**config.mk**
```make
export PLATFORM = sky130hd
export DESIGN_NAME = ctr_trim_ref
export DESIGN_NICKNAME = d
export VERILOG_FILES = /design/src/rtl/ctr_pkg.sv /design/src/rtl/ctr_ref_if.sv /design/src/rtl/ctr_ref_pulse.sv /design/src/rtl/ctr_trim_ref.sv
export VERILOG_INCLUDE_DIRS = /design/src /design/src/rtl
export SDC_FILE = /design/constraint.sdc
export NUM_CORES = 1
export LEC_CHECK = 0
export BUFFER_PORTS_ARGS = -buffer_cell sky130_fd_sc_hd__clkbuf_2
export CAP_MARGIN = 15
export CORE_UTILIZATION = 35
export CTS_CLUSTER_SIZE = 12
export DETAILED_ROUTE_END_ITERATION = 10
export HOLD_SLACK_MARGIN = 0.08
export PLACE_DENSITY_LB_ADDON = 0.12
export SETUP_SLACK_MARGIN = 0.5
export SYNTH_ARGS = -nofsm -noshare
export SYNTH_HDL_FRONTEND = slang
export SYNTH_SLANG_ARGS = --single-unit
```
**constraint.sdc**
```tcl
create_clock -name clk -period 6.4 [get_ports clk]
set_clock_uncertainty 0.05 [all_clocks]
set_input_delay 0.96 -clock clk [delete_from_list [all_inputs] [get_ports clk]]
set_output_delay 0.96 -clock clk [all_outputs]
set_load 0.01 [all_outputs]
```
**src/rtl/ctr_consts.svh**
```systemverilog
`ifndef CTR_CONSTS_SVH
`define CTR_CONSTS_SVH

`define CTR_ADDR_W 8
`define CTR_ADDR_CFG 8'h04
`define CTR_ADDR_STAT 8'h08
`define CTR_ADDR_CLR 8'h0C
`define CTR_ADDR_CTL 8'h10
`define CTR_ADDR_MASK 8'h14

`define CTR_CFG_RESET 32'h2022BB7F
`define CTR_CFG_WMASK 32'hB7FFFFFF
`define CTR_CFG_POL 31
`define CTR_CFG_SEL_HI 29
`define CTR_CFG_SEL_LO 28
`define CTR_CFG_PSC_HI 26
`define CTR_CFG_PSC_LO 24
`define CTR_CFG_LIM_HI 23
`define CTR_CFG_LIM_LO 16
`define CTR_CFG_RLD_HI 15
`define CTR_CFG_RLD_LO 0

`define CTR_STAT_CAP_LO 16
`define CTR_STAT_DIR 15
`define CTR_STAT_TERR 10
`define CTR_STAT_MISS 9
`define CTR_STAT_SLOW 8
`define CTR_STAT_ERRF 2
`define CTR_STAT_FLAGS 32'h00000704
`define CTR_STAT_RESET 32'h00000000

`define CTR_CTL_TRIM_COUNTER_ENABLE 5
`define CTR_CTL_ERROR_IRQ_ENABLE 2
`define CTR_CTL_WMASK 32'h00000024
`define CTR_CTL_RESET 32'h00000000
`define CTR_CLR_ERR 2
`define CTR_MASK_RESET 32'h00000000

`define CTR_LIM_SHIFT 7

`endif

```
**src/rtl/ctr_pkg.sv**
```systemverilog
package ctr_pkg;

  typedef enum logic [1:0] {
    CTR_SRC_PIN = 2'b00,
    CTR_SRC_XTAL = 2'b01,
    CTR_SRC_RSV2 = 2'b10,
    CTR_SRC_RSV3 = 2'b11
  } ctr_src_t;

  typedef enum logic [1:0] {
    CTR_RESP_OKAY = 2'b00,
    CTR_RESP_SLVERR = 2'b10,
    CTR_RESP_DECERR = 2'b11
  } ctr_resp_t;

endpackage : ctr_pkg

```
**src/rtl/ctr_ref_if.sv**
```systemverilog
`timescale 1ns/10ps
`default_nettype none
interface ctr_ref_if;
  import ctr_pkg::*;
  logic enable;
  logic polarity;
  ctr_src_t source;
  logic [2:0] prescaler;
  logic sync_pulse;

  modport ctrl (output enable, output polarity, output source,
    output prescaler, input sync_pulse);
  modport shaper (input enable, input polarity, input source,
    input prescaler, output sync_pulse);
endinterface : ctr_ref_if
`default_nettype wire

```
**src/rtl/ctr_ref_pulse.sv**
```systemverilog
`timescale 1ns/10ps
`default_nettype none
module ctr_ref_pulse
  import ctr_pkg::*;
#(
  parameter int PSC_W = 7
)
(
  input wire logic clk,
  input wire logic sys_rst,
  input wire logic external_sync_pin,
  input wire logic low_speed_crystal,
  ctr_ref_if.shaper ref_if
);

  logic [1:0] sync1_q;
  logic [1:0] sync2_q;
  logic level;
  logic level_q;
  logic src_ok;
  logic edge_hit;
  logic [PSC_W-1:0] psc_cnt_q;
  logic [PSC_W-1:0] psc_top;
  logic pulse_q;

  // Both sources are resynchronised before selection, so a source switch
  // never feeds a half-settled level into the edge detector.
  genvar gi;
  generate
    for (gi = 0; gi < 2; gi++)
    begin : g_sync
      always_ff @(posedge clk or posedge sys_rst)
      begin
        if (sys_rst)
        begin
          sync1_q[gi] <= 1'b0;
          sync2_q[gi] <= 1'b0;
        end
        else
        begin
          sync1_q[gi] <= (gi == 0) ? external_sync_pin : low_speed_crystal;
          sync2_q[gi] <= sync1_q[gi];
        end
      end
    end
  endgenerate

  always_comb
  begin
    unique case (ref_if.source)
      CTR_SRC_PIN:
      begin
        level = sync2_q[0];
        src_ok = 1'b1;
      end
      CTR_SRC_XTAL:
      begin
        level = sync2_q[1];
        src_ok = 1'b1;
      end
      default:
      begin
        level = 1'b0;
        src_ok = 1'b0;
      end
    endcase
  end

  // Inverting the level turns the falling edge into the one detected
  always_ff @(posedge clk or posedge sys_rst)
  begin
    if (sys_rst)
      level_q <= 1'b0;
    else
      level_q <= level ^ ref_if.polarity;
  end

  assign edge_hit = src_ok & ref_if.enable &
    (level ^ ref_if.polarity) & ~level_q;

  assign psc_top = PSC_W'((8'h01 << ref_if.prescaler) - 8'h01);

  always_ff @(posedge clk or posedge sys_rst)
  begin
    if (sys_rst)
      psc_cnt_q <= '0;
    else if (!ref_if.enable)
      psc_cnt_q <= '0;
    else if (edge_hit)
      psc_cnt_q <= (psc_cnt_q >= psc_top) ? '0 : psc_cnt_q + 1'b1;
  end

  always_ff @(posedge clk or posedge sys_rst)
  begin
    if (sys_rst)
      pulse_q <= 1'b0;
    else
      pulse_q <= edge_hit & (psc_cnt_q >= psc_top);
  end

  assign ref_if.sync_pulse = pulse_q;

endmodule : ctr_ref_pulse
`default_nettype wire

```
**src/rtl/ctr_trim_ref.sv**
```systemverilog
// Implementation choice: the AXI4-Lite slave port.
`timescale 1ns/10ps
`default_nettype none
`include "ctr_consts.svh"
module ctr_trim_ref
  import ctr_pkg::*;
#(
  parameter int CNT_W = 16
)
(
  input wire logic clk,
  input wire logic sys_rst,
  input wire logic [`CTR_ADDR_W-1:0] s_axi_awaddr,
  input wire logic [2:0] s_axi_awprot,
  input wire logic s_axi_awvalid,
  output logic s_axi_awready,
  input wire logic [31:0] s_axi_wdata,
  input wire logic [3:0] s_axi_wstrb,
  input wire logic s_axi_wvalid,
  output logic s_axi_wready,
  output logic [1:0] s_axi_bresp,
  output logic s_axi_bvalid,
  input wire logic s_axi_bready,
  input wire logic [`CTR_ADDR_W-1:0] s_axi_araddr,
  input wire logic [2:0] s_axi_arprot,
  input wire logic s_axi_arvalid,
  output logic s_axi_arready,
  output logic [31:0] s_axi_rdata,
  output logic [1:0] s_axi_rresp,
  output logic s_axi_rvalid,
  input wire logic s_axi_rready,
  input wire logic external_sync_pin,
  input wire logic low_speed_crystal,
  input wire logic trim_overflow_event,
  output logic [7:0] base_limit,
  output logic trim_counter_enable,
  output logic error_flag,
  output logic irq
);

  logic [31:0] cfg_q;
  logic [31:0] ctl_q;
  logic [31:0] mask_q;
  logic [CNT_W-1:0] cnt_q;
  logic down_q;
  logic en_q;
  logic [CNT_W-1:0] cap_q;
  logic cap_dir_q;
  logic trim_err_q;
  logic miss_q;
  logic slow_q;
  logic err_flag_q;
  logic irq_q;
  logic aw_held_q;
  logic w_held_q;
  logic [`CTR_ADDR_W-1:0] awaddr_q;
  logic [31:0] wdata_q;
  logic [3:0] wstrb_q;
  logic bvalid_q;
  logic [1:0] bresp_q;
  logic rvalid_q;
  logic [1:0] rresp_q;
  logic [31:0] rdata_q;
  logic do_write;
  logic full_word;
  logic wr_cfg;
  logic wr_ctl;
  logic wr_mask;
  logic wr_clr;
  logic wr_stat;
  logic clr_all;
  logic clr_terr;
  logic clr_miss;
  logic clr_slow;
  logic clr_errf;
  logic sync_pulse;
  logic [CNT_W-1:0] lim128;
  logic ev_miss;
  logic ev_slow;
  logic [31:0] stat_word;
  ctr_resp_t wr_resp;

  ctr_ref_if ref_if ();

  assign ref_if.enable = ctl_q[`CTR_CTL_TRIM_COUNTER_ENABLE];
  assign ref_if.polarity = cfg_q[`CTR_CFG_POL];
  assign ref_if.source = ctr_src_t'(cfg_q[`CTR_CFG_SEL_HI:`CTR_CFG_SEL_LO]);
  assign ref_if.prescaler = cfg_q[`CTR_CFG_PSC_HI:`CTR_CFG_PSC_LO];
  assign sync_pulse = ref_if.sync_pulse;

  ctr_ref_pulse #(
    .PSC_W(7)
  ) u_ref_pulse (
    .clk(clk),
    .sys_rst(sys_rst),
    .external_sync_pin(external_sync_pin),
    .low_speed_crystal(low_speed_crystal),
    .ref_if(ref_if.shaper)
  );

  // Write channel: address and data are held separately, either first
  assign s_axi_awready = ~aw_held_q;
  assign s_axi_wready = ~w_held_q;
  assign do_write = aw_held_q & w_held_q & ~bvalid_q;

  always_ff @(posedge clk or posedge sys_rst)
  begin
    if (sys_rst)
    begin
      aw_held_q <= 1'b0;
      awaddr_q <= '0;
    end
    else if (s_axi_awvalid && !aw_held_q)
    begin
      aw_held_q <= 1'b1;
      awaddr_q <= s_axi_awaddr;
    end
    else if (do_write)
      aw_held_q <= 1'b0;
  end

  always_ff @(posedge clk or posedge sys_rst)
  begin
    if (sys_rst)
    begin
      w_held_q <= 1'b0;
      wdata_q <= '0;
      wstrb_q <= '0;
    end
    else if (s_axi_wvalid && !w_held_q)
    begin
      w_held_q <= 1'b1;
      wdata_q <= s_axi_wdata;
      wstrb_q <= s_axi_wstrb;
    end
    else if (do_write)
      w_held_q <= 1'b0;
  end

  assign full_word = (wstrb_q == 4'hF);
  assign wr_cfg = do_write && awaddr_q == `CTR_ADDR_CFG && full_word;
  assign wr_ctl = do_write && awaddr_q == `CTR_ADDR_CTL && full_word;
  assign wr_mask = do_write && awaddr_q == `CTR_ADDR_MASK && full_word;
  assign wr_clr = do_write && awaddr_q == `CTR_ADDR_CLR && full_word;
  assign wr_stat = do_write && awaddr_q == `CTR_ADDR_STAT && full_word;

  always_comb
  begin
    unique case (awaddr_q)
      `CTR_ADDR_CFG, `CTR_ADDR_STAT, `CTR_ADDR_CLR, `CTR_ADDR_CTL,
      `CTR_ADDR_MASK:
        wr_resp = full_word ? CTR_RESP_OKAY : CTR_RESP_SLVERR;
      default:
        wr_resp = CTR_RESP_DECERR;
    endcase
  end

  always_ff @(posedge clk or posedge sys_rst)
  begin
    if (sys_rst)
    begin
      bvalid_q <= 1'b0;
      bresp_q <= CTR_RESP_OKAY;
    end
    else if (do_write)
    begin
      bvalid_q <= 1'b1;
      bresp_q <= wr_resp;
    end
    else if (s_axi_bready)
      bvalid_q <= 1'b0;
  end

  assign s_axi_bvalid = bvalid_q;
  assign s_axi_bresp = bresp_q;

  // A blocked write still answers OKAY; software sees it only on read-back
  always_ff @(posedge clk or posedge sys_rst)
  begin
    if (sys_rst)
      cfg_q <= `CTR_CFG_RESET;
    else if (wr_cfg && !ctl_q[`CTR_CTL_TRIM_COUNTER_ENABLE])
      cfg_q <= (wdata_q & `CTR_CFG_WMASK) | (cfg_q & ~`CTR_CFG_WMASK);
  end

  always_ff @(posedge clk or posedge sys_rst)
  begin
    if (sys_rst)
      ctl_q <= `CTR_CTL_RESET;
    else if (wr_ctl)
      ctl_q <= wdata_q & `CTR_CTL_WMASK;
  end

  always_ff @(posedge clk or posedge sys_rst)
  begin
    if (sys_rst)
      mask_q <= `CTR_MASK_RESET;
    else if (wr_mask)
      mask_q <= wdata_q & `CTR_STAT_FLAGS;
  end

  // Trim counter: reload, count down to zero, then count up
  assign lim128 = {1'b0, cfg_q[`CTR_CFG_LIM_HI:`CTR_CFG_LIM_LO],
    7'h00};

  always_ff @(posedge clk or posedge sys_rst)
  begin
    if (sys_rst)
      en_q <= 1'b0;
    else
      en_q <= ctl_q[`CTR_CTL_TRIM_COUNTER_ENABLE];
  end

  always_ff @(posedge clk or posedge sys_rst)
  begin
    if (sys_rst)
    begin
      cnt_q <= '0;
      down_q <= 1'b0;
    end
    else if (ctl_q[`CTR_CTL_TRIM_COUNTER_ENABLE])
    begin
      if (sync_pulse || !en_q)
      begin
        cnt_q <= cfg_q[`CTR_CFG_RLD_HI:`CTR_CFG_RLD_LO];
        down_q <= 1'b1;
      end
      else if (down_q)
      begin
        if (cnt_q == '0)
          down_q <= 1'b0;
        else
          cnt_q <= cnt_q - 1'b1;
      end
      else if (cnt_q != '1)
        cnt_q <= cnt_q + 1'b1;
    end
  end

  always_ff @(posedge clk or posedge sys_rst)
  begin
    if (sys_rst)
      cap_q <= '0;
    else if (sync_pulse)
      cap_q <= cnt_q;
  end

  always_ff @(posedge clk or posedge sys_rst)
  begin
    if (sys_rst)
      cap_dir_q <= 1'b0;
    else if (sync_pulse && en_q)
      cap_dir_q <= down_q;
  end

  assign ev_miss = en_q && ctl_q[`CTR_CTL_TRIM_COUNTER_ENABLE] && !down_q &&
    !sync_pulse && cnt_q == lim128;
  assign ev_slow = en_q && sync_pulse && down_q && cnt_q >= lim128;

  // Flags: a new event in the clearing cycle wins over the clear
  assign clr_all = wr_clr && wdata_q[`CTR_CLR_ERR];
  assign clr_terr = clr_all | (wr_stat & wdata_q[`CTR_STAT_TERR]);
  assign clr_miss = clr_all | (wr_stat & wdata_q[`CTR_STAT_MISS]);
  assign clr_slow = clr_all | (wr_stat & wdata_q[`CTR_STAT_SLOW]);
  assign clr_errf = clr_all | (wr_stat & wdata_q[`CTR_STAT_ERRF]);

  always_ff @(posedge clk or posedge sys_rst)
  begin
    if (sys_rst)
      trim_err_q <= 1'b0;
    else
      trim_err_q <= trim_overflow_event | (trim_err_q & ~clr_terr);
  end

  always_ff @(posedge clk or posedge sys_rst)
  begin
    if (sys_rst)
      miss_q <= 1'b0;
    else
      miss_q <= ev_miss | (miss_q & ~clr_miss);
  end

  always_ff @(posedge clk or posedge sys_rst)
  begin
    if (sys_rst)
      slow_q <= 1'b0;
    else
      slow_q <= ev_slow | (slow_q & ~clr_slow);
  end

  always_ff @(posedge clk or posedge sys_rst)
  begin
    if (sys_rst)
      err_flag_q <= 1'b0;
    else
      err_flag_q <= trim_overflow_event | ev_miss | ev_slow |
        (err_flag_q & ~clr_errf);
  end

  assign stat_word = {cap_q, cap_dir_q, 4'h0, trim_err_q, miss_q, slow_q,
    5'h00, err_flag_q, 2'h0};

  always_ff @(posedge clk or posedge sys_rst)
  begin
    if (sys_rst)
      irq_q <= 1'b0;
    else
      irq_q <= ctl_q[`CTR_CTL_ERROR_IRQ_ENABLE] &
        (|(stat_word & mask_q & `CTR_STAT_FLAGS));
  end

  // Read channel: one outstanding read, data registered at acceptance
  assign s_axi_arready = ~rvalid_q;

  always_ff @(posedge clk or posedge sys_rst)
  begin
    if (sys_rst)
    begin
      rvalid_q <= 1'b0;
      rdata_q <= '0;
      rresp_q <= CTR_RESP_OKAY;
    end
    else if (s_axi_arvalid && !rvalid_q)
    begin
      rvalid_q <= 1'b1;
      rresp_q <= CTR_RESP_OKAY;
      unique case (s_axi_araddr)
        `CTR_ADDR_CFG: rdata_q <= cfg_q;
        `CTR_ADDR_STAT: rdata_q <= stat_word;
        `CTR_ADDR_CLR: rdata_q <= '0;
        `CTR_ADDR_CTL: rdata_q <= ctl_q;
        `CTR_ADDR_MASK: rdata_q <= mask_q;
        default:
        begin
          rdata_q <= '0;
          rresp_q <= CTR_RESP_DECERR;
        end
      endcase
    end
    else if (s_axi_rready)
      rvalid_q <= 1'b0;
  end

  assign s_axi_rvalid = rvalid_q;
  assign s_axi_rdata = rdata_q;
  assign s_axi_rresp = rresp_q;

  assign base_limit = cfg_q[`CTR_CFG_LIM_HI:`CTR_CFG_LIM_LO];
  assign trim_counter_enable = ctl_q[`CTR_CTL_TRIM_COUNTER_ENABLE];
  assign error_flag = err_flag_q;
  assign irq = irq_q;

endmodule : ctr_trim_ref
`default_nettype wire

```
Word-level counts from Yosys, hierarchy flattened
Cells that the tools add are included.
{ "totals": {"regBits": 175, "output_inout_bits": 52} }
{ "classes": {"addsub": 4, "muxes": 23, "bitwise_logic": 37, "eq_ne": 16, "reduce_logical": 42, "n_lt_le_gt_ge": 2, "n_shift": 1} }
{ "ops": {"columns": ["cell", "count"], "rows": [
  ["32-bit one-hot mux with 4 select lines", 1],
  ["16-bit 2-to-1 mux", 4],
  ["8-bit by 4-bit == test with 1-bit output (second input constant)", 4],
  ["8-bit by 5-bit == test with 1-bit output (second input constant)", 4],
  ["32-bit by 31-bit OR with 32-bit output", 1],
  ["1-bit logical AND", 22],
  ["7-bit 2-to-1 mux", 3],
  ["16-bit by 1-bit adder with 16-bit output (second input constant)", 1],
  ["16-bit by 15-bit == test with 1-bit output", 1],
  ["8-bit by 3-bit == test with 1-bit output (second input constant)", 2],
  ["16-bit by 15-bit greater-or-equal comparator with 1-bit output", 1],
  ["16-bit zero test", 1],
  ["16-bit != test (second input constant)", 1],
  ["16-bit by 1-bit subtractor with 16-bit output (second input constant)", 1],
  ["1-bit bitwise AND", 15],
  ["11-bit bitwise AND", 1],
  ["1-bit 2-to-1 mux", 11],
  ["1-bit OR", 10],
  ["5-bit OR reduction", 2],
  ["1-bit NOT", 9],
  ["2-bit nonzero test", 4],
  ["7-bit by 1-bit adder with 7-bit output (second input constant)", 1],
  ["7-bit greater-or-equal comparator", 1],
  ["1-bit zero test", 7],
  ["other kinds (15)", 17]
]} }

Depth between registers and ports, before layout
{ "logic_depth": {"depth_word": 9, "mapped_depth": 9} }

By module
Synthesis repeated with hierarchy kept, for this count alone.
{ "unflattened": {"cells_unflattened": 754, "area_unflattened_um2": 8388.0} }
{ "modules_own_cells": {"columns": ["module", "seq_area_each_um2", "cells_per_inst", "n_inst", "area_per_inst_um2"], "rows": [
  ["ctr_trim_ref", 3948.8, 669, 1, 7529.7],
  ["ctr_ref_pulse", 325.3, 85, 1, 858.3]
]} }

Least setup slack after synthesis
Ideal clock, no wire load.
{ "synth_path": {"path_kind": "reg-to-reg", "from": "register down_q", "to": "register cnt_q[8]", "setup_time_ns": 0.084, "path_buffers": 0, "stages_incl_launch_ff": 9, "slack_ns": 3.951, "arrival_time_ns": 2.316, "required_time_ns": 6.266, "synth_period_minus_slack_ns": 2.449, "cell_sequence": "dfrtp_1 -> inv_1 -> fa_1 -> nand2b_1 -> a21oi_1 -> nor2_1 -> or2_2 -> a211o_1 -> a41oi_2"} }
{ "synth_between": {"elab_chain_len": 2, "elab_cells_between_ends": 5, "cone_classes": "eq/ne: 1; mux: 2; reduce/logical: 2"} }
{ "synth_rtl": {"columns": ["item", "line", "text"], "rows": [
  ["from (decl)", "ctr_trim_ref.sv:45", "logic down_q;"],
  ["from (signal assigned)", "ctr_trim_ref.sv:219", "down_q <= 1'b0;"],
  ["from (signal assigned)", "ctr_trim_ref.sv:226", "down_q <= 1'b1;"],
  ["from (signal assigned)", "ctr_trim_ref.sv:231", "down_q <= 1'b0;"],
  ["3-bit != test (no line) (tied with other cells)", null, null],
  ["3-bit AND reduction (no line) or 16-bit 2-to-1 mux (tied branches)", null, null],
  ["to (signal assigned)", "ctr_trim_ref.sv:225", "cnt_q <= cfg_q[`CTR_CFG_RLD_HI:`CTR_CFG_RLD_LO];"],
  ["to (signal assigned)", "ctr_trim_ref.sv:233", "cnt_q <= cnt_q - 1'b1;"],
  ["to (signal assigned)", "ctr_trim_ref.sv:236", "cnt_q <= cnt_q + 1'b1;"],
  ["to (decl)", "ctr_trim_ref.sv:44", "logic [CNT_W-1:0] cnt_q;"]
]} }
Parallel ways exist; a longest one is shown, timed or not.
A chain may end at the register's enable or synchronous reset.

Final worst setup path
{ "layout_path": {"from": "register u_ref_pulse.pulse_q (netlist: u_ref_pulse.ref_if.sync_pulse)", "to": "register cnt_q[15]"} }
{ "layout_between": {"elab_chain_len": 3, "elab_cells_between_ends": 5, "cone_classes": "eq/ne: 1; mux: 1; reduce/logical: 3"} }
{ "layout_rtl": {"columns": ["item", "line", "text"], "rows": [
  ["from (decl)", "ctr_ref_pulse.sv:24", "logic pulse_q;"],
  ["from (signal assigned)", "ctr_ref_pulse.sv:98", "pulse_q <= edge_hit & (psc_cnt_q >= psc_top);"],
  ["1-bit logical OR *", "ctr_trim_ref.sv:223", "if (sync_pulse || !en_q)"],
  ["3-bit != test (no line) or 3-bit nonzero test (tied branches)", null, null],
  ["3-bit AND reduction (no line)", null, null]
]} }
Mark *: on every way between the ends. The rest lies on a longest branch, timed or not.

==> impl_results.md <==
* Core area at 0.02340 mm2
* Pleak at ~0.0043 uW
* Area grow syn2layout at 16.40%
* Pwr per Cell Area at 329.5 mW/mm2
* Start of the worst register-to-register path: u_ref_pulse.ref_if.sync_pulse
* Total grt overflow at 0
* CTS Sinks at 170
* Synth top area cells: dfrtp_1, mux2_2, dfstp_2, ha_1, nand2_1
* Syn nets at roughly 850
* Via/cell ratio at 5.061
* Leading cell type in the layout, fill and taps excluded: dfrtp_1
* Max Slew Vio Count at 0
* Run status: finished, final reports clean
* DPL Wire Length at roughly 14000 um
* Internal reg-to-reg setup slack at 3300 ps
* Max Clk Rate at 0.3223 GHz
* Hold Path Origin: u_ref_pulse.sync1_q[0]
* Die Wd at 156.1 um
* Dpl cells at between 1000 and 1500
* Worst r2r path cells at 6
* Hold Path Stages at 0
* Residual DRC count at 0
* Post-layout min period at 3102 ps
* #FFs+latches synth at 170
* Critical Path Max Stage Delay at 930 ps
* CP Launch Type: register
* Starting Density at 35.51%
* CP max-delay cell: nand2b_1
* Postcts setup bufs at 0
* Post-CTS sizing at 0
* Slew margin rel. at about a quarter
* Dpl ws at 3269 ps
* Clock Pin Slew Worst Setup and Hold Paths at approximately 70 ps
* Register area share after synthesis at 51.44%
* Initial DRC Count at between 400 and 500
* Post-route cell area at 0.009672 mm2
* Chip Height at approximately 160 um
* Crit Path Max Fanout at 31
* Distinct cells, synth at 67
* Hold Buf Count CTS at 0
* RSZ-0062 raised after global routing: no
* Final WS setup at 3298 ps
* GP Congestion at 0.8602
* Synth Warn # at 0
* Post-Syn Area per Cell at 11.01 um2
* Cell Area, Placed at 0.009090 mm2
* CP endpoint kind: register
* Global Route Usage Sum at 17.16%
* Vias in the first global route at 5979
* First-pass GRT wire length at 32240 um
* Full die area at 0.02436 mm2
* Nets@finish at 946
* RR Endpoint: cnt_q[15]
* CTS H-tree depth at 4
* Cell taking the most area after synthesis: dfrtp_1
* DR WL/cell at approximately 17 um
* Peak supply drop at 170.9 uV
* Final number of hold-violating endpoints at 0
* Port Buf Inserts at 111
* Site Rows at 56
* ANT nets after route at 0
* Share of layout cells above drive strength 1 at 32.33%
* Worst-skew pair later-pin latency at 430 ps
* Ant. Diodes at 0
* Pin count of the biggest net entering global routing at about 110
* Worst Tran Pin Value at 1131 ps
* CP Data Arrival Time at around 3400 ps
* Final Non-Filler Cells at 1179
* CTS Buf Count at 17
* Post-Syn Area at 0.008309 mm2
* Setup CP Type: reg -> reg
* Post-Synthesis Cells at around 760
* Most used DFF post-synth: dfrtp_1
* Worst hold endpoint: u_ref_pulse.sync2_q[0]
* Routed wire length at 19990 um
* Ys async rst share at 100.0%
* Share of the synthesized area in the top cell type at 46.38%
* Setup TNS at 0 ps
* Fin crit share at 48.48%
* Most frequent cells in the layout: dfrtp_1, clkbuf_2, nand2_1
* HP Class: reg -> reg
* Worst-path cell chain: nand2b_1, nor4_2, a31o_4, nand2_2, nand3_1, o311ai_1
* Pre-antenna DRT Iters at 5
* Longest Clk Path Bufs at 2
* Initial antenna violation count at 0
* Final setup vio count at 0
* CTS tree: yes
* Number of synthesized flops with an enable pin at 0
* WP data required at 6660 ps
* # IOs at 120
* Max cap viols at 0
* Vias post-DR at 5967
* Root Driver: clkbuf_16
## how the worst max path moves through the flow
stage,startpoint,endpoint,slack (ps),cells after the start
floorplan,sys_rst,aw_held_q,810,1
global placement,u_ref_pulse.ref_if.sync_pulse,cnt_q[15],3340,6
detailed placement,u_ref_pulse.ref_if.sync_pulse,cnt_q[15],3270,6
CTS,u_ref_pulse.ref_if.sync_pulse,cnt_q[15],3270,6
global route,u_ref_pulse.ref_if.sync_pulse,cnt_q[15],2960,6
finish,u_ref_pulse.ref_if.sync_pulse,cnt_q[15],3300,6
## synthesized netlist by cell type (all sizes together) (2+ instances only)
master  number
a211oi       7
a21boi       4
a21o         8
a21oi       31
a222oi       3
a22oi       19
a31oi       11
a41oi        2
and2         4
and3         5
buf         22
clkbuf      22
dfrtp      154
dfstp       16
ha          30
inv         24
mux2        90
mux2i        8
nand2       92
nand2b       5
nand3       16
nand4       12
nand4b       2
nor2        41
nor2b        6
nor3        11
nor4         2
o211ai       6
o21a         6
o21ai       59
or3          4
or4          3
xnor2        9
xor2         2
## registers in the layout, summed over array words and instances (netlist names), 7 cells and up
register / count
s_axi_rdata: 32
cfg_q: 30
wdata_q: 30
cap_q: 16
cnt_q: 16
awaddr_q: 8
u_ref_pulse.psc_cnt_q: 7
## routing by layer
metal | track usage [%] | wire (um)
met5 | 0 | 0
met4 | 4.342 | 163
met3 | 4.000 | 898
met2 | 27.04 | 9180
met1 | 23.64 | 9749
## logic make-up (layout without fill, tap and decap cells)
| logic type | count (synthesis) | in the layout | synth area share [%] |
|---|---|---|---|
| simple gates | 211 | 211 | 12.42 |
| fa+ha+maj | 31 | 31 | 4.758 |
| buf+inv | 68 | 173 | 3.945 |
| flops | 170 | 170 | 51.44 |
| mux | 98 | 98 | 13.16 |
| compound gates | 166 | 166 | 13.12 |
| xor+xnor | 11 | 11 | 1.160 |
## power breakdown
part / leakage, uW / internal, uW / switching, uW
combinational: 0.00189 / 350 / 351
clock: 0.000280 / 561 / 463
sequential: 0.00218 / 1260 / 199
## critical path, delay by kind of cell, from the launching register on
kind / cells / cell delay (ps)
AND/OR/NAND/NOR: 4 / 1680
flip-flops: 1 / 800
AO/OA/AOI/OAI: 2 / 460
## through the flow
step / total power [uW] / utilization, % / hold slack, ps
final: 3187 / 41.33 / 301.0
after global routing: 3380 / 41.33 / 311.9
after CTS: 3228 / 41.33 / 303.2
after detailed placement: 2190 / 38.84 / 287.0
after global placement: 2163 / 38.84 / 287.5
after floorplan: 1965 / - / 281.2
## layout make-up
class / instances / area, um2
well taps: 319 / 399.1
clock buffers: 20 / 446.7
inverters: 24 / 95.09
clock inverters: 12 / 135.1
multi-input cells: 517 / 3721
flip-flops and latches: 170 / 4274
repair buffers: 117 / 600.6
fillers: 2295 / 13730
No activity file was read; power rests on OpenSTA's default activity.
